<file path="src/hw/spc_regs.vh">
// register map, field positions and reset values of the system clock generator
// assumes a 32-bit AXI4-Lite register port with an 8-bit byte address
`ifndef SPC_REGS_VH
`define SPC_REGS_VH

// ********************************
// addresses
// ********************************
`define SPC_ADDR_W        8
`define SPC_ADDR_CTRL     8'h10
`define SPC_ADDR_PLLCFG   8'h20
`define SPC_ADDR_UPDATE   8'h24
`define SPC_ADDR_STATUS   8'h30

// ********************************
// control register fields
// ********************************
`define SPC_CTRL_DBL_BIT   0
`define SPC_CTRL_ROUTE_BIT 1
`define SPC_CTRL_PD_BIT    4
`define SPC_CTRL_MASK      32'h00000013
`define SPC_CTRL_RST       32'h00000000

// ********************************
// multiplier setup fields
// ********************************
`define SPC_N_LSB          0
`define SPC_N_MSB          4
`define SPC_CP_LSB         8
`define SPC_CP_MSB         9
`define SPC_GAIN_BIT       12
`define SPC_N_RST          5'h12
`define SPC_CP_RST         2'h1
`define SPC_CP_MAX         2'h2
`define SPC_GAIN_RST       1'h1
`define SPC_N_BIAS         6'h02
`define SPC_UPDATE_BIT     0

// ********************************
// status fields
// ********************************
`define SPC_ST_SRC_BIT     0
`define SPC_ST_MULT_BIT    1
`define SPC_ST_UP_BIT      2
`define SPC_ST_DN_BIT      3
`define SPC_ST_N_LSB       8
`define SPC_ST_N_MSB       13
`define SPC_ST_RATIO_LSB   16
`define SPC_ST_RATIO_MSB   22

// ********************************
// bus answers
// ********************************
`define SPC_RESP_OKAY      2'h0
`define SPC_RESP_SLVERR    2'h2
`define SPC_ZERO32         32'h00000000

`endif

</file>
<file path="src/hw/spc_fb_divider.v">
// feedback divider of the multiplier: fixed prescaler by two, then by N
// assumes tick is a one-cycle event per rising oscillator edge, same clock domain
`timescale 1ns/1ps

module spc_fb_divider (
	input  wire       clk,
	input  wire       reset_n,
	input  wire       enable,
	input  wire       tick,
	input  wire [5:0] divisor,
	output reg        fb_fall
);

	reg       prescale;
	reg [5:0] count;
	wire      stage_step;

	// ********************************
	// prescaler and programmable stage
	// ********************************
	// second stage advances once per two ticks
	assign stage_step = tick & prescale;

	always @(posedge clk or negedge reset_n) begin
		if (!reset_n) begin
			prescale <= 1'b0;
			count    <= 6'h00;
			fb_fall  <= 1'b0;
		end else if (!enable) begin
			prescale <= 1'b0;
			count    <= 6'h00;
			fb_fall  <= 1'b0;
		end else begin
			if (tick) begin
				prescale <= ~prescale;
			end
			fb_fall <= 1'b0;
			if (stage_step) begin
				// wrap at divisor-1; a smaller new divisor at or below the count wraps on the next step
				if (count >= divisor - 6'h01) begin
					count   <= 6'h00;
					fb_fall <= 1'b1;
				end else begin
					count <= count + 6'h01;
				end
			end
		end
	end

endmodule // spc_fb_divider

</file>
<file path="src/hw/spc_top.v">
// system clock generator control: source select, multiplier setup, return routing
// assumes an AXI4-Lite master on CLK; pin inputs are asynchronous to CLK
// How it works
// - multiplier path is enabled while the power-down bit reads zero; it resets to zero
// - source pin low keeps crystal amplifier on; high turns it off
// - source pin changes only the input, never the multiplier enable
// - multiplier off: buffered reference becomes the sampling clock; external 250 MHz-1 GHz
// - doubler on: a pulse on each rising and falling reference edge
// - phase detector acts only on falling edges of its input
// - charge pump picks one of three currents, 125 to 375 uA
// - register bit selects high or low oscillator gain
// - feedback divides by fixed two, then by N from 2 to 33
// - 5-bit field 0..31; hardware adds two to form N
// - reset ratio is 40, giving 1 GHz from 25 MHz
// - filtered return is squared and routed to primary driver or 2x multiplier
//
// Local design decisions: the register offsets and register access over AXI4-Lite.
`timescale 1ns/1ps
`include "spc_regs.vh"

module spc_top (
	input  wire        CLK,
	input  wire        RESET_N,
	input  wire [7:0]  AWADDR,
	input  wire        AWVALID,
	output reg         AWREADY,
	input  wire [31:0] WDATA,
	input  wire [3:0]  WSTRB,
	input  wire        WVALID,
	output reg         WREADY,
	output reg  [1:0]  BRESP,
	output reg         BVALID,
	input  wire        BREADY,
	input  wire [7:0]  ARADDR,
	input  wire        ARVALID,
	output reg         ARREADY,
	output reg  [31:0] RDATA,
	output reg  [1:0]  RRESP,
	output reg         RVALID,
	input  wire        RREADY,
	input  wire        CLOCK_SOURCE_SELECT_PIN,
	input  wire        REFERENCE_CLOCK_INPUT,
	input  wire        OSC_FEEDBACK_INPUT,
	input  wire        FILTERED_RETURN_INPUT,
	output reg         XTAL_AMP_ENABLE,
	output reg         MULTIPLIER_ENABLE,
	output reg         SAMPLE_CLOCK,
	output reg         PFD_UP,
	output reg         PFD_DOWN,
	output reg  [1:0]  CHARGE_PUMP_SELECT,
	output reg         VCO_GAIN_HIGH,
	output reg  [5:0]  FEEDBACK_DIVISOR,
	output reg         PRIMARY_DRIVER_CLOCK,
	output reg         DOUBLER_INPUT_CLOCK
);

	// ********************************
	// address decode
	// ********************************
	function addr_mapped;
		input [7:0] addr;
		begin
			if (addr == `SPC_ADDR_CTRL)
				addr_mapped = 1'b1;
			else if (addr == `SPC_ADDR_PLLCFG)
				addr_mapped = 1'b1;
			else if (addr == `SPC_ADDR_UPDATE)
				addr_mapped = 1'b1;
			else if (addr == `SPC_ADDR_STATUS)
				addr_mapped = 1'b1;
			else
				addr_mapped = 1'b0;
		end
	endfunction

	function [31:0] merge_lanes;
		input [31:0] old_val;
		input [31:0] new_val;
		input [3:0]  strb;
		integer i;
		begin
			merge_lanes = old_val;
			for (i = 0; i < 4; i = i + 1) begin
				if (strb[i])
					merge_lanes[i*8 +: 8] = new_val[i*8 +: 8];
			end
		end
	endfunction

	// ********************************
	// pin synchronisers
	// ********************************
	// index 0 src, 1 ref, 2 osc, 3 return; stage a feeds stage b only
	wire [3:0] pin_raw;
	wire [3:0] sync_b;

	assign pin_raw = {FILTERED_RETURN_INPUT, OSC_FEEDBACK_INPUT,
	                  REFERENCE_CLOCK_INPUT, CLOCK_SOURCE_SELECT_PIN};

	genvar g;
	generate
		for (g = 0; g < 4; g = g + 1) begin : g_sync
			// one flop pair per pin, so no vector has several driving processes
			reg stage_a;
			reg stage_b;
			always @(posedge CLK or negedge RESET_N) begin
				if (!RESET_N) begin
					stage_a <= 1'b0;
					stage_b <= 1'b0;
				end else begin
					stage_a <= pin_raw[g];
					stage_b <= stage_a;
				end
			end
			assign sync_b[g] = stage_b;
		end
	endgenerate

	wire src_sel = sync_b[0];
	wire ref_lvl = sync_b[1];
	wire osc_lvl = sync_b[2];
	wire ret_lvl = sync_b[3]; // two-flop sampling squares the return

	// ********************************
	// registers
	// ********************************
	reg [31:0] ctrl_reg;
	reg [4:0]  staged_n;
	reg [1:0]  staged_cp;
	reg        staged_gain;
	reg [4:0]  active_n;
	reg [1:0]  active_cp;
	reg        active_gain;

	wire mult_en   = ~ctrl_reg[`SPC_CTRL_PD_BIT];
	wire dbl_en    = ctrl_reg[`SPC_CTRL_DBL_BIT];
	wire route_dbl = ctrl_reg[`SPC_CTRL_ROUTE_BIT];
	wire [5:0] eff_n = {1'b0, active_n} + `SPC_N_BIAS;
	wire [6:0] ratio = {eff_n, 1'b0};

	// ********************************
	// write channel
	// ********************************
	reg        aw_held;
	reg [7:0]  aw_addr;
	reg        w_held;
	reg [31:0] w_data;
	reg [3:0]  w_strb;

	wire aw_take  = AWVALID & AWREADY;
	wire w_take   = WVALID & WREADY;
	// commit one cycle after both halves are held and no answer is pending
	wire do_write = aw_held & w_held & ~BVALID;
	wire next_aw_held = (aw_held | aw_take) & ~do_write;
	wire next_w_held  = (w_held | w_take) & ~do_write;
	wire wr_ok    = addr_mapped(aw_addr);
	wire [31:0] cfg_now = {19'h00000, staged_gain, 2'h0, staged_cp, 3'h0, staged_n};
	wire [31:0] cfg_new = merge_lanes(cfg_now, w_data, w_strb);
	wire [31:0] ctrl_new = merge_lanes(ctrl_reg, w_data, w_strb) & `SPC_CTRL_MASK;
	wire [31:0] upd_new = merge_lanes(`SPC_ZERO32, w_data, w_strb);

	always @(posedge CLK or negedge RESET_N) begin
		if (!RESET_N) begin
			aw_held <= 1'b0;
			w_held  <= 1'b0;
			aw_addr <= 8'h00;
			w_data  <= 32'h00000000;
			w_strb  <= 4'h0;
			AWREADY <= 1'b0;
			WREADY  <= 1'b0;
			BVALID  <= 1'b0;
			BRESP   <= `SPC_RESP_OKAY;
		end else begin
			aw_held <= next_aw_held;
			w_held  <= next_w_held;
			AWREADY <= ~next_aw_held;
			WREADY  <= ~next_w_held;
			if (aw_take)
				aw_addr <= AWADDR;
			if (w_take) begin
				w_data <= WDATA;
				w_strb <= WSTRB;
			end
			if (do_write) begin
				BVALID <= 1'b1;
				BRESP  <= wr_ok ? `SPC_RESP_OKAY : `SPC_RESP_SLVERR;
			end else if (BVALID && BREADY) begin
				BVALID <= 1'b0;
			end
		end
	end

	// register storage; only the update strobe moves staged values to the loop
	always @(posedge CLK or negedge RESET_N) begin
		if (!RESET_N) begin
			ctrl_reg    <= `SPC_CTRL_RST;
			staged_n    <= `SPC_N_RST;
			staged_cp   <= `SPC_CP_RST;
			staged_gain <= `SPC_GAIN_RST;
			active_n    <= `SPC_N_RST;
			active_cp   <= `SPC_CP_RST;
			active_gain <= `SPC_GAIN_RST;
		end else if (do_write) begin
			if (aw_addr == `SPC_ADDR_CTRL) begin
				ctrl_reg <= ctrl_new;
			end else if (aw_addr == `SPC_ADDR_PLLCFG) begin
				staged_n    <= cfg_new[`SPC_N_MSB:`SPC_N_LSB];
				staged_cp   <= cfg_new[`SPC_CP_MSB:`SPC_CP_LSB];
				staged_gain <= cfg_new[`SPC_GAIN_BIT];
			end else if (aw_addr == `SPC_ADDR_UPDATE) begin
				if (upd_new[`SPC_UPDATE_BIT]) begin
					active_n    <= staged_n;
					active_cp   <= staged_cp;
					active_gain <= staged_gain;
				end
			end
		end
	end

	// ********************************
	// read channel
	// ********************************
	reg [31:0] rd_mux;

	always @* begin
		rd_mux = `SPC_ZERO32;
		if (ARADDR == `SPC_ADDR_CTRL) begin
			rd_mux = ctrl_reg;
		end else if (ARADDR == `SPC_ADDR_PLLCFG) begin
			rd_mux = cfg_now;
		end else if (ARADDR == `SPC_ADDR_STATUS) begin
			rd_mux[`SPC_ST_SRC_BIT] = src_sel;
			rd_mux[`SPC_ST_MULT_BIT] = mult_en;
			rd_mux[`SPC_ST_UP_BIT] = PFD_UP;
			rd_mux[`SPC_ST_DN_BIT] = PFD_DOWN;
			rd_mux[`SPC_ST_N_MSB:`SPC_ST_N_LSB] = eff_n;
			rd_mux[`SPC_ST_RATIO_MSB:`SPC_ST_RATIO_LSB] = ratio;
		end
	end

	wire ar_take = ARVALID & ARREADY;

	always @(posedge CLK or negedge RESET_N) begin
		if (!RESET_N) begin
			ARREADY <= 1'b0;
			RVALID  <= 1'b0;
			RDATA   <= 32'h00000000;
			RRESP   <= `SPC_RESP_OKAY;
		end else begin
			if (ar_take) begin
				ARREADY <= 1'b0;
				RVALID  <= 1'b1;
				RDATA   <= rd_mux;
				RRESP   <= addr_mapped(ARADDR) ? `SPC_RESP_OKAY : `SPC_RESP_SLVERR;
			end else if (RVALID && RREADY) begin
				RVALID  <= 1'b0;
				ARREADY <= 1'b1;
			end else if (!RVALID) begin
				ARREADY <= 1'b1;
			end
		end
	end

	// ********************************
	// reference edges and doubler
	// ********************************
	// edge model only: CLK cannot follow a GHz reference, this tracks slow stimulus
	reg ref_prev;
	reg osc_prev;
	reg dbl_pulse;
	reg dbl_prev;

	wire ref_rise = ref_lvl & ~ref_prev;
	wire ref_fall = ~ref_lvl & ref_prev;
	wire osc_tick = osc_lvl & ~osc_prev;

	always @(posedge CLK or negedge RESET_N) begin
		if (!RESET_N) begin
			ref_prev  <= 1'b0;
			osc_prev  <= 1'b0;
			dbl_pulse <= 1'b0;
			dbl_prev  <= 1'b0;
		end else begin
			ref_prev  <= ref_lvl;
			osc_prev  <= osc_lvl;
			dbl_pulse <= dbl_en & (ref_rise | ref_fall);
			dbl_prev  <= dbl_pulse;
		end
	end

	// detector sees the falling side of whichever train is selected
	wire pfd_ref_evt = mult_en & (dbl_en ? (dbl_prev & ~dbl_pulse) : ref_fall);

	// ********************************
	// feedback divider and detector
	// ********************************
	wire fb_evt;

	spc_fb_divider u_fb_div (
		.clk     (CLK),
		.reset_n (RESET_N),
		.enable  (mult_en),
		.tick    (osc_tick),
		.divisor (eff_n),
		.fb_fall (fb_evt)
	);

	wire up_set = PFD_UP | pfd_ref_evt;
	wire dn_set = PFD_DOWN | fb_evt;

	always @(posedge CLK or negedge RESET_N) begin
		if (!RESET_N) begin
			PFD_UP   <= 1'b0;
			PFD_DOWN <= 1'b0;
		end else if (!mult_en || (up_set && dn_set)) begin
			PFD_UP   <= 1'b0;
			PFD_DOWN <= 1'b0;
		end else begin
			PFD_UP   <= up_set;
			PFD_DOWN <= dn_set;
		end
	end

	// ********************************
	// analog controls and clock routing
	// ********************************
	always @(posedge CLK or negedge RESET_N) begin
		if (!RESET_N) begin
			XTAL_AMP_ENABLE      <= 1'b1;
			MULTIPLIER_ENABLE    <= 1'b0;
			SAMPLE_CLOCK         <= 1'b0;
			CHARGE_PUMP_SELECT   <= `SPC_CP_RST;
			VCO_GAIN_HIGH        <= `SPC_GAIN_RST;
			FEEDBACK_DIVISOR     <= 6'h00;
			PRIMARY_DRIVER_CLOCK <= 1'b0;
			DOUBLER_INPUT_CLOCK  <= 1'b0;
		end else begin
			XTAL_AMP_ENABLE   <= ~src_sel;
			MULTIPLIER_ENABLE <= mult_en;
			// bypass hands the buffered reference straight on
			SAMPLE_CLOCK      <= mult_en ? osc_lvl : ref_lvl;
			// code 3 is not a level of its own; held at the top current
			CHARGE_PUMP_SELECT <= (active_cp > `SPC_CP_MAX) ? `SPC_CP_MAX : active_cp;
			VCO_GAIN_HIGH     <= active_gain;
			FEEDBACK_DIVISOR  <= eff_n;
			PRIMARY_DRIVER_CLOCK <= route_dbl ? 1'b0 : ret_lvl;
			DOUBLER_INPUT_CLOCK  <= route_dbl ? ret_lvl : 1'b0;
		end
	end

endmodule // spc_top

</file>
<file path="config.mk">
export PLATFORM = sky130hd
export DESIGN_NAME = spc_top
export DESIGN_NICKNAME = d
export VERILOG_FILES = /design/src/hw/spc_fb_divider.v /design/src/hw/spc_top.v
export VERILOG_INCLUDE_DIRS = /design/src /design/src/hw
export SDC_FILE = /design/constraint.sdc
export NUM_CORES = 1
export LEC_CHECK = 0
export BUFFER_PORTS_ARGS = -buffer_cell sky130_fd_sc_hd__buf_2
export CAP_MARGIN = 30
export CORE_MARGIN = 3
export CORE_UTILIZATION = 55
export CTS_CLUSTER_DIAMETER = 40
export CTS_CLUSTER_SIZE = 8
export DETAILED_ROUTE_END_ITERATION = 7
export PLACE_DENSITY = 0.84
export SYNTH_ARGS = -nofsm -noshare
export SYNTH_HDL_FRONTEND = slang
export SYNTH_SLANG_ARGS = --single-unit
</file>
<file path="constraint.sdc">
create_clock -name CLK -period 4.8 [get_ports CLK]
set_input_delay 0.96 -clock CLK [delete_from_list [all_inputs] [get_ports CLK]]
set_output_delay 0.96 -clock CLK [all_outputs]
set_load 0.01 [all_outputs]
</file>
## Yosys cells after proc, flatten, opt, wreduce, memory -nomap -nowiden

Index checks and enable logic that the tools add are counted.

| storage, ports and cells | value |
|---|---|
| flip-flop bits (word level) | 121 |
| bits of input ports | 63 |
| output and inout port bits | 57 |
| word-level logic and storage cells | 145 |

| cells by class | value |
|---|---|
| add/subtract/negate cells | 3 |
| magnitude comparators | 2 |
| eq/ne operators | 9 |
| muxes and demuxes | 42 |
| bitwise logic cells | 32 |
| reduce and logical (&&, ||, !) cells | 12 |

Operators by type and width:

| cell | count |
|---|---|
| $eq 8x6->1 const B | 6 |
| $mux 6 | 5 |
| $mux 1 | 29 |
| $mux 23 | 1 |
| $eq 8x5->1 const B | 2 |
| $and 1x1->1 | 14 |
| $mux 7 | 2 |
| $not 1->1 | 13 |
| $mux 4 | 2 |
| $reduce_and 4->1 | 2 |
| $reduce_bool 2->1 | 4 |
| $add 5x2->6 const B | 1 |
| $add 6x1->6 const B | 1 |
| $ge 6x6->1 | 1 |
| $mux 2 | 3 |
| $sub 6x1->6 const B | 1 |
| $or 1x1->1 | 5 |
| $reduce_and 5->1 | 1 |
| $logic_and 1x1->1 | 3 |
| $ne 3x1->1 const B | 1 |
| $reduce_and 3->1 | 1 |
| $gt 2x2->1 const B | 1 |
| $logic_or 1x1->1 | 1 |

## Depth between registers and ports, before layout

Gate-level depths: netlist of run 1.

| logic depth | value |
|---|---|
| word-level depth | 8 |
| mapped depth | 10 |

## Modules after synthesis

Synthesis of run 1 repeated with hierarchy kept, for this count alone.

| second synthesis, totals | value |
|---|---|
| cells, all modules | 327 |
| area, all modules | 4125.2 um^2 |

Modules (own cells, without submodules):

| module | instances | cells an instance | area an instance (um^2) | sequential area each (um^2) |
|---|---|---|---|---|
| spc_top | 1 | 263 | 3519.6 | 2215.9 |
| spc_fb_divider | 1 | 64 | 605.6 | 200.2 |

## Worst setup path before layout of run 1

Ideal clock, no wire load.

| timing path | value |
|---|---|
| path type | register to register |
| start | reg active_n[1] |
| end | reg u_fb_div.count[4] |
| setup time | 82 ps |
| arrival | 2318 ps |
| setup slack | 2400 ps |
| cell stages (with the launch flop) | 10 |
| clock period less this slack | 2400 ps |
| cell sequence | dfstp_2 > ha_1 > xnor2_1 > nand3b_1 > xnor2_1 > ha_1 > nand4_1 > o211ai_1 > or4_1 > a31oi_1 |

| between the ends | value |
|---|---|
| longest elaborated chain between the ends | 6 |

RTL lines:

| element | RTL line | source |
|---|---|---|
| start: declaration | spc_top.v:131 | `reg [4:0] active_n;` |
| start signal: assignment | spc_top.v:200 | `` active_n <= `SPC_N_RST; `` |
| start signal: assignment | spc_top.v:212 | `active_n <= staged_n;` |
| $add 5x2->6 (no line) | - |  |
| $sub 6x1->6 | spc_fb_divider.v:40 | `if (count >= divisor - 6'h01) begin` |
| $ge 6x6->1 | spc_fb_divider.v:40 |  |
| $mux 6 | spc_fb_divider.v:40 |  |
| $mux 6 | spc_fb_divider.v:38 | `if (stage_step) begin` |
| $mux 6 | spc_fb_divider.v:29 | `end else if (!enable) begin` |
| end signal: assignment | spc_fb_divider.v:44 | `count <= count + 6'h01;` |
| end: declaration | spc_fb_divider.v:15 | `reg [5:0] count;` |

Every way passes these cells. The select of a mux whose other input is x is not followed.
A chain may end at the register's enable or synchronous reset.

## Final worst setup path of run 1

| timing path | value |
|---|---|
| start | reg active_n[1] |
| end | reg u_fb_div.count[5] |

Same word-level chain as after synthesis.

==> flow_metrics.tcl, run 1 <==
set metrics [dict create \
    yosys.area_share.simple_pct 9.981 \
    wl_per_cell_um 14.59 \
    slew_headroom_pct 57.99 \
    die_height_um 91.54 \
    grt_pass1_vias 2539 \
    antenna_found_initial 0 \
    power_density_mw_per_mm2 428.7 \
    ir_worst_vdd_mv 0.2590 \
    ctsRootBufferMaster "clkbuf_8" \
    biggestRegsByFlops "RDATA: 14 flops, aw_addr: 8 flops, w_data: 8 flops" \
    syn_inst 323 \
    synth_cell_type_count 45 \
    hold_start "g_sync[0].stage_a" \
    finalCriticalPeriod_ps 2691 \
    largest_reg_flops 14 \
    clock.fmax_mhz 371.6 \
    dp_slack_ps 2128 \
    total_power_mw 1.967 \
    ctsHoldBuffers 0 \
    gp_congestion 0.8086 \
    largest-register "RDATA" \
    numCtsBuffers 9 \
    wl_um 7295 \
    hold_viol_final 0 \
    clock_sink_count 96 \
    required_ps 5080 \
    dp_hpwl_um 5316 \
    dp.cells 484 \
    r2r-start "active_n[1]" \
    initial_utilization_pct 57.95 \
    h-tree-depth 3 \
    synth_edf_count 0 \
    num_io_pins 120 \
    synth_top_area_share_pct 52.86 \
    postLayoutSetupSlackWorst_ps 2109 \
    syn_area_sq_mm 0.004024 \
    synth.area.top_cells "dfrtp_1 (53%), mux2_2 (11%), dfstp_2 (7.2%)" \
    status "complete, no violations" \
    crit_type "register to register" \
    routed_via_density 5.200 \
    fillers 538 \
    cts_setup_buffers 0 \
    coreArea_sq_mm 0.006944 \
    vias 2600 \
    cap_viol_max_count 0 \
    cts_tree "yes" \
    synthAdderAreaFrac_pct 3.420 \
    synth_top_family_by_area "multiplexers" \
    grt_pass1_wl_um 12190 \
    synth_seq_area_share_pct 60.04 \
    die_x_um 91.54 \
    period_share_pct 56.06 \
    synth-xor-area-share_pct 1.306 \
    avgSynthCellArea_sq_um 12.46 \
    place_area_sq_mm 0.004413 \
    cp-start-kind "register" \
    hold_depth 0 \
    nets 473 \
    yosysTopAreaCell "dfrtp_1" \
    area_growth_pct 14.02 \
    r2r_end "u_fb_div.count[5]" \
    ys_top_cells_by_count "dfrtp_1 (85), mux2_2 (39), nand2_1 (25), buf_4 (20), inv_1 (17)" \
    fin_util_pct 66.07 \
    grt_overflow_total 0 \
    rr_worst_depth 9 \
    final_cells 500 \
    tightestPinTransition_ps 630.2 \
    synth_compound_area_share_pct 7.152 \
    insertion_delay_ps 360 \
    p_leak_nw 2.273 \
    placementRows 30 \
    die-area_sq_mm 0.008379 \
    final_area_sq_mm 0.004588 \
    dr.pass1.iters 4 \
    cp-end-kind "register" \
    ant_nets 0 \
    cts-resized-gates 0 \
    async_flop_share_pct 100.0 \
    n_antenna_cell 0 \
    report.final.slew_viol_count 0 \
    yosys_register_bits 96 \
    track_usage_pct 18.39 \
    synth_most_common_cell "dfrtp_1" \
    layout-drive-gt1-share_pct 35.89 \
    ys_dominant_reg_cell "dfrtp_1" \
    timing.hold.ws_ps 353.4 \
    cts_buffer_depth 2 \
    fin_worst_skew_ps 9.027 \
    grt_max_degree 53 \
    hold_path_class "register to register" \
    muxShareOfSynthArea_pct 11.91 \
    io_buffer_count 76 \
    drc_errors 0 \
    holdPathEnd "g_sync[0].stage_b" \
    ys_warn_count 0 \
    drtIter0Drc 110 \
    rrSetupSlack_ps 2110 \
    tns_ps 0 \
    cp_max_fo 8 \
    critPathArrivalTime_ps 2970 \
    clk_transition_reported_paths_ps 90 \
    setup_viol 0 \
    rsz0062_at_grt "no" \
]
[how the worst max path moves through the flow]
stage	slack, ps	depth (start not counted)	to	start
after detailed placement	2130	9	u_fb_div.count[5]	active_n[1]
after global placement	2220	9	u_fb_div.count[5]	active_n[1]
after global routing	1960	9	u_fb_div.count[4]	active_n[1]
final	2110	9	u_fb_div.count[5]	active_n[1]
after floorplan	2400	9	u_fb_div.count[4]	active_n[1]
after CTS	2110	9	u_fb_div.count[5]	active_n[1]
[worst max-delay path, cell delays in order, from the launching register on]
cell	delay, ps
dfstp_2	620
ha_1	250
xnor2_1	190
nand3b_1	130
xnor2_1	150
ha_1	320
nand3_1	130
o211ai_1	140
or4_1	520
a31oi_1	170
[report_power, final]
| part | internal, mW | switching, mW |
|---|---|---|
| Sequential | 0.968 | 0.113 |
| Combinational | 0.197 | 0.215 |
| Clock | 0.204 | 0.270 |
[cells by family after synthesis]
| logic type | count (synthesis) |
|---|---|
| fa+ha+maj | 11 |
| xor+xnor | 6 |
| simple gates | 74 |
| compound gates | 47 |
| mux | 43 |
| flops | 96 |
| other cells | 1 |
| buf+inv | 45 |
[placed cells by master (no fill, tap or decap), drive strengths merged, types with 2 or more instances in the layout]
cell,instances
xnor2,4
nand3,8
conb,17
and3,4
ha,11
nand4,2
or4,3
nand3b,2
inv,17
or3,2
dfstp,11
clkbuf,12
a21o,2
a21oi,8
o31ai,3
nand2,25
nand2b,3
buf,77
xor2,2
mux2,39
nor3,4
dfrtp,85
mux2i,4
o211a,2
a32o,2
o21ai,20
a31oi,4
nor2,6
and2,4
nor2b,6
a22oi,2
clkinv,3
[cell type report]
type                    count  area [sq um]  share of cell area (%)
well taps                  96         120.1                   2.618
multi-input cells         198          1423                   31.01
repair buffers             77         390.4                   8.508
flip-flops and latches     96          2416                   52.66
clock inverters             4         30.03                  0.6545
clock buffers              12         145.1                   3.163
inverters                  17         63.81                   1.391
[layer usage]
metal | vias up | wire (um) | track usage (%)
met2 | 89 | 3419 | 29.03
met4 | 0 | 116 | 7.789
met1 | 1271 | 3207 | 24.14
met5 | - | 0 | 0
met3 | 9 | 551 | 4.640
li1 | 1231 | - | -
Power figures use the tool's default switching activity.
==> run 2: changes to the inputs <==
Settings changed: CORE_UTILIZATION 55 to 46, PLACE_DENSITY 0.84 to 0.75.
Clock period 4.8 ns to 2.4 ns, I/O delays scaled along.
==> flow_metrics.tcl, run 2 (same netlist as run 1, synthesis figures left out) <==
set metrics [dict create \
    insertion_delay_ps 360 \
    drc_errors 0 \
    postLayoutSetupSlackWorst_ps -7.479 \
    track_usage_pct 16.04 \
    dp_hpwl_um 5561 \
    finalCriticalPeriod_ps 2407 \
    final_common_cell "dfrtp_1" \
    slew_headroom_pct 57.93 \
    clk_transition_reported_paths_ps 90 \
    timing.hold.ws_ps 216.3 \
    final_area_sq_mm 0.004802 \
    coreArea_sq_mm 0.008341 \
    h-tree-depth 3 \
    status "complete, but fails checks" \
    layout.cells.most_common_list "dfrtp_1 (85), buf_2 (75), mux2_2 (39)" \
    die_height_um 99.53 \
    p_leak_nw 2.346 \
    crit_slowest_cell "dfstp_2" \
    cts_tree "yes" \
    crit_type "register to register" \
    wl_um 7597 \
    cap_viol_max_count 0 \
    io_buffer_count 76 \
    grt_pass1_vias 2583 \
    ctsRootBufferMaster "clkbuf_8" \
    clock_sink_count 96 \
    required_ps 2680 \
    period_share_pct 100.3 \
    dr.pass1.iters 4 \
    setup_viol 1 \
    cp-start-kind "register" \
    grt_overflow_total 0 \
    rsz0062_at_grt "yes" \
    cp_max_fo 4 \
    hold_path_class "primary input to register" \
    biggestRegsByFlops "RDATA: 14 flops, aw_addr: 8 flops, w_data: 8 flops" \
    hold_viol_final 0 \
    drtIter0Drc 143 \
    area_growth_pct 19.34 \
    fin_worst_skew_ps 11.42 \
    place_area_sq_mm 0.004492 \
    path_delay_family "simple AND/OR/NAND/NOR gates" \
    ant_nets 0 \
    slowest_delay_ps 630 \
    largest_reg_flops 14 \
    nets 483 \
    grt_pass1_wl_um 12560 \
    fin_util_pct 57.58 \
    n_antenna_cell 0 \
    layout-drive-gt1-share_pct 39.86 \
    critPathArrivalTime_ps 2690 \
    critPathBufInv 0 \
    cp-end-kind "register" \
    die_x_um 99.53 \
    numCtsBuffers 9 \
    tightestPinTransition_ps 629.5 \
    clock.fmax_mhz 415.4 \
    power_density_mw_per_mm2 878.9 \
    grt_max_degree 52 \
    tns_ps -7.479 \
    ir_worst_vdd_mv 0.5197 \
    num_io_pins 120 \
    routed_via_density 5.077 \
    initial_utilization_pct 48.24 \
    vias 2635 \
    report.final.slew_viol_count 0 \
    dp_slack_ps -103.6 \
    die-area_sq_mm 0.009906 \
    wl_per_cell_um 14.64 \
    gp_congestion 0.8271 \
    cp_cell_sequence "ha_4 -> xnor2_2 -> nand3b_1 -> xnor2_1 -> ha_1 -> nand4_1 -> o211ai_1 -> or4_1 -> a31oi_1" \
    violations "negative setup slack" \
    placementRows 33 \
    antenna_found_initial 0 \
    largest-register "RDATA" \
    cts_buffer_depth 2 \
]
run 2: timing repair:
item | 4_1_cts | 5_1_grt
hold buffers | 1 | 0
pin swaps | 10 | 3
gates resized for setup | 5 | 8
setup endpoints to repair | 2 | 6
buffers inserted | 2 | 0
hold endpoints to repair | 18 | 0
run 2: layout make-up:
| class | instances | area [sq um] |
|---|---|---|
| fillers | 736 | 3538 |
| flip-flops and latches | 96 | 2416 |
| multi-input cells | 198 | 1479 |
| repair buffers | 87 | 484.2 |
| clock buffers | 10 | 137.6 |
| well taps | 105 | 131.4 |
| clock inverters | 6 | 90.09 |
| inverters | 17 | 63.81 |
run 2: through the flow:
stage | cells | total power, mW
final | 519 | 4.220
after global routing | 519 | 4.488
after CTS | 519 | 4.223
after detailed placement | 500 | 3.023
after global placement | 500 | 2.959
after floorplan | 339 | 2.733
run 2: path summary, 6_finish.rpt:
kind | depth (start not counted) | startpoint | slack [ps] | end
setup / recovery | 9 | active_n[1] | -7 | u_fb_div.count[4]
hold / removal | 1 | REFERENCE_CLOCK_INPUT | 220 | g_sync[1].stage_a
setup reg to reg | 9 | active_n[1] | -7 | u_fb_div.count[4]
hold reg to reg | 0 | g_sync[2].stage_a | 350 | g_sync[2].stage_b
max in group asynchronous | 3 | RESET_N | 1210 | XTAL_AMP_ENABLE
min in group asynchronous | 2 | RESET_N | 520 | aw_addr[0]
run 2: report_power, final:
group          internal, mW  leakage, nW  total (mW)  switching [mW]
Sequential             1.94         1.19        2.15           0.213
Clock                 0.621        0.113        1.19           0.570
Combinational         0.430         1.04       0.881           0.450
Total                  2.99         2.35        4.22            1.23
run 2: per-layer routing:
metal / vias up / GRT usage [%] / wire (um)
met3: 16 / 5.259 / 560
li1: 1253 / - / -
met2: 81 / 24.54 / 3480
met5: - / 0 / 0
met4: 0 / 6.408 / 129
met1: 1285 / 21.24 / 3426
==> run 3: changes to the inputs <==
Settings changed: ABC_AREA set to 1, CORE_UTILIZATION 46 to 47, PLACE_DENSITY 0.75 to 0.76.
==> flow_metrics.tcl, run 3 <==
set metrics [dict create \
    initial_utilization_pct 49.64 \
    io_buffer_count 76 \
    syn_area_sq_mm 0.004202 \
    period_share_pct 95.99 \
    drc_errors 0 \
    cts_buffer_depth 2 \
    cp-start-kind "register" \
    grt_pass1_wl_um 13450 \
    cp-end-kind "register" \
    coreArea_sq_mm 0.008464 \
    antenna_found_initial 0 \
    ys_dominant_reg_cell "dfrtp_1" \
    wl_um 7965 \
    ctsHoldBuffers 0 \
    yosysTopAreaCell "dfrtp_1" \
    placementRows 33 \
    yosys_register_bits 96 \
    clk_transition_reported_paths_ps 90 \
    critPathArrivalTime_ps 2570 \
    die_x_um 100.6 \
    power_density_mw_per_mm2 831.8 \
    postLayoutSetupSlackWorst_ps 96.26 \
    largest_reg_flops 14 \
    dp_slack_ps -75.56 \
    synth_seq_area_share_pct 57.50 \
    die_height_um 100.6 \
    synth.area.top_cells "dfrtp_1 (51%), nand2_1 (10%), dfstp_2 (6.9%)" \
    insertion_delay_ps 350 \
    status "complete, no violations" \
    wl_per_cell_um 12.33 \
    ir_worst_vdd_mv 0.6194 \
    layout-drive-gt1-share_pct 27.73 \
    synth_top_area_share_pct 50.63 \
    fin_worst_skew_ps 9.641 \
    final_common_cell "nand2_1" \
    ctsRootBufferMaster "clkbuf_8" \
    largest-register "RDATA" \
    biggestRegsByFlops "RDATA: 14 flops, aw_addr: 8 flops, w_data: 8 flops" \
    layout.cells.most_common_list "nand2_1 (113), dfrtp_1 (85), buf_2 (75)" \
    n_antenna_cell 0 \
    gp_congestion 0.7792 \
    cts_tree "yes" \
    ys_top_cells_by_count "nand2_1 (116), dfrtp_1 (85), inv_1 (65), o21ai_0 (35), nand3_1 (27)" \
    syn_inst 450 \
    nets 610 \
    async_flop_share_pct 100.0 \
    crit_type "register to register" \
    fillers 738 \
    p_leak_nw 2.554 \
    cp_max_fo 4 \
    drtIter0Drc 139 \
    die-area_sq_mm 0.01011 \
    area_growth_pct 16.32 \
    rsz0062_at_grt "no" \
    synth_cell_type_count 33 \
    total_power_mw 4.065 \
    num_io_pins 120 \
    dp_hpwl_um 5965 \
    grt_overflow_total 0 \
    hold_viol_final 0 \
    dr.pass1.iters 4 \
    synth_edf_count 0 \
    ys_warn_count 0 \
    clock.fmax_mhz 434.1 \
    cap_viol_max_count 0 \
    fin_util_pct 57.74 \
    setup_viol 0 \
    avgSynthCellArea_sq_um 9.337 \
    synth_most_common_cell "nand2_1" \
    report.final.slew_viol_count 0 \
    grt_pass1_vias 3042 \
    track_usage_pct 16.40 \
    hold_path_class "primary input to asynchronous set/reset pin" \
    vias 3096 \
    required_ps 2660 \
    numCtsBuffers 9 \
    grt_max_degree 63 \
    clock_sink_count 96 \
    ant_nets 0 \
    h-tree-depth 3 \
    finalCriticalPeriod_ps 2304 \
    routed_via_density 4.793 \
]
-- run 3: cell count changes in the layout (fill, tap and decap cells not counted), moves of 6 or more --
cell	before	now
inv_1	17	64
mux2_2	39	0
nand2_1	24	113
nand2_2	1	8
nand3_1	8	26
nor2_1	5	15
nor2b_1	6	0
o21ai_0	11	34
o21ai_2	1	8
-- run 3: cells by family (layout without fill, tap and decap cells) --
family | after synthesis | count (layout) | synth area share, %
and+or+nand+nor | 182 | 182 | 19.21
adders and majority gates | 11 | 11 | 3.276
xor gates and xnor gates | 8 | 8 | 1.668
other | 1 | 17 | 0.08925
buffers and inverters | 95 | 170 | 10.51
DFF | 96 | 96 | 57.50
AOI/OAI and AO/OA | 57 | 57 | 7.743
-- run 3: worst max-delay path, stage by stage (launching register included) --
cell,delay [ps]
dfstp_2,540
ha_2,200
xor2_1,190
inv_1,100
nand3_1,90
xor2_1,170
ha_1,260
nand2_2,70
inv_1,40
a21oi_2,160
nand2_2,120
buf_4,140
o22ai_1,130
-- run 3: where the power goes --
part / internal, mW / switching [mW]
clock network: 0.406 / 0.539
logic: 0.352 / 0.637
registers: 1.94 / 0.195
total: 2.69 / 1.37
-- run 3: final timing paths --
check,start,to,slack (ps),cells past startpoint
worst max-delay path,active_n[1],u_fb_div.count[0],100,12
worst min-delay path,RESET_N,RDATA[20],80,1
worst max register to register,active_n[1],u_fb_div.count[0],100,12
worst min register to register,g_sync[3].stage_a,g_sync[3].stage_b,360,0
max in group asynchronous,RESET_N,staged_n[4],1600,2
min in group CLK,OSC_FEEDBACK_INPUT,g_sync[2].stage_a,230,1
-- run 3: timing repair --
action	CTS	global route
setup buffers	2	3
pin swaps	2	4
gates resized for setup	3	10
endpoints found under the setup margin	3	6
cloned	0	0
hold endpoints to repair	0	0
-- run 3: through the flow --
step | std cells | instance area, sq um | hold WS, ps | TNS [ps]
floorplan | 466 | 4262 | 184.4 | 0
global placement | 625 | 4636 | 335.1 | 0
detailed placement | 625 | 4636 | 337.8 | -143.7
CTS | 643 | 4833 | 84.21 | 0
global route | 646 | 4887 | 95.41 | 0
finish | 646 | 4887 | 76.05 | 0
-- run 3: cell type report --
cell class	instances	area [sq um]	area share (%)
well taps	105	131.4	2.688
multi-input cells	275	1444	29.54
clock buffers	11	141.4	2.893
repair buffers	85	462.9	9.473
inverters	69	259.0	5.300
clock inverters	5	32.53	0.6656
flip-flops and latches	96	2416	49.44
-- run 3: per-layer routing --
metal / wire length (um) / GRT usage (%) / part of all wire [%] / vias up
li1: - / - / - / 1538
met3: 571 / 4.221 / 7.2 / 8
met5: 0 / 0 / 0 / -
met4: 102 / 4.870 / 1.3 / 0
met2: 3831 / 27.22 / 48 / 96
met1: 3459 / 21.24 / 43 / 1454
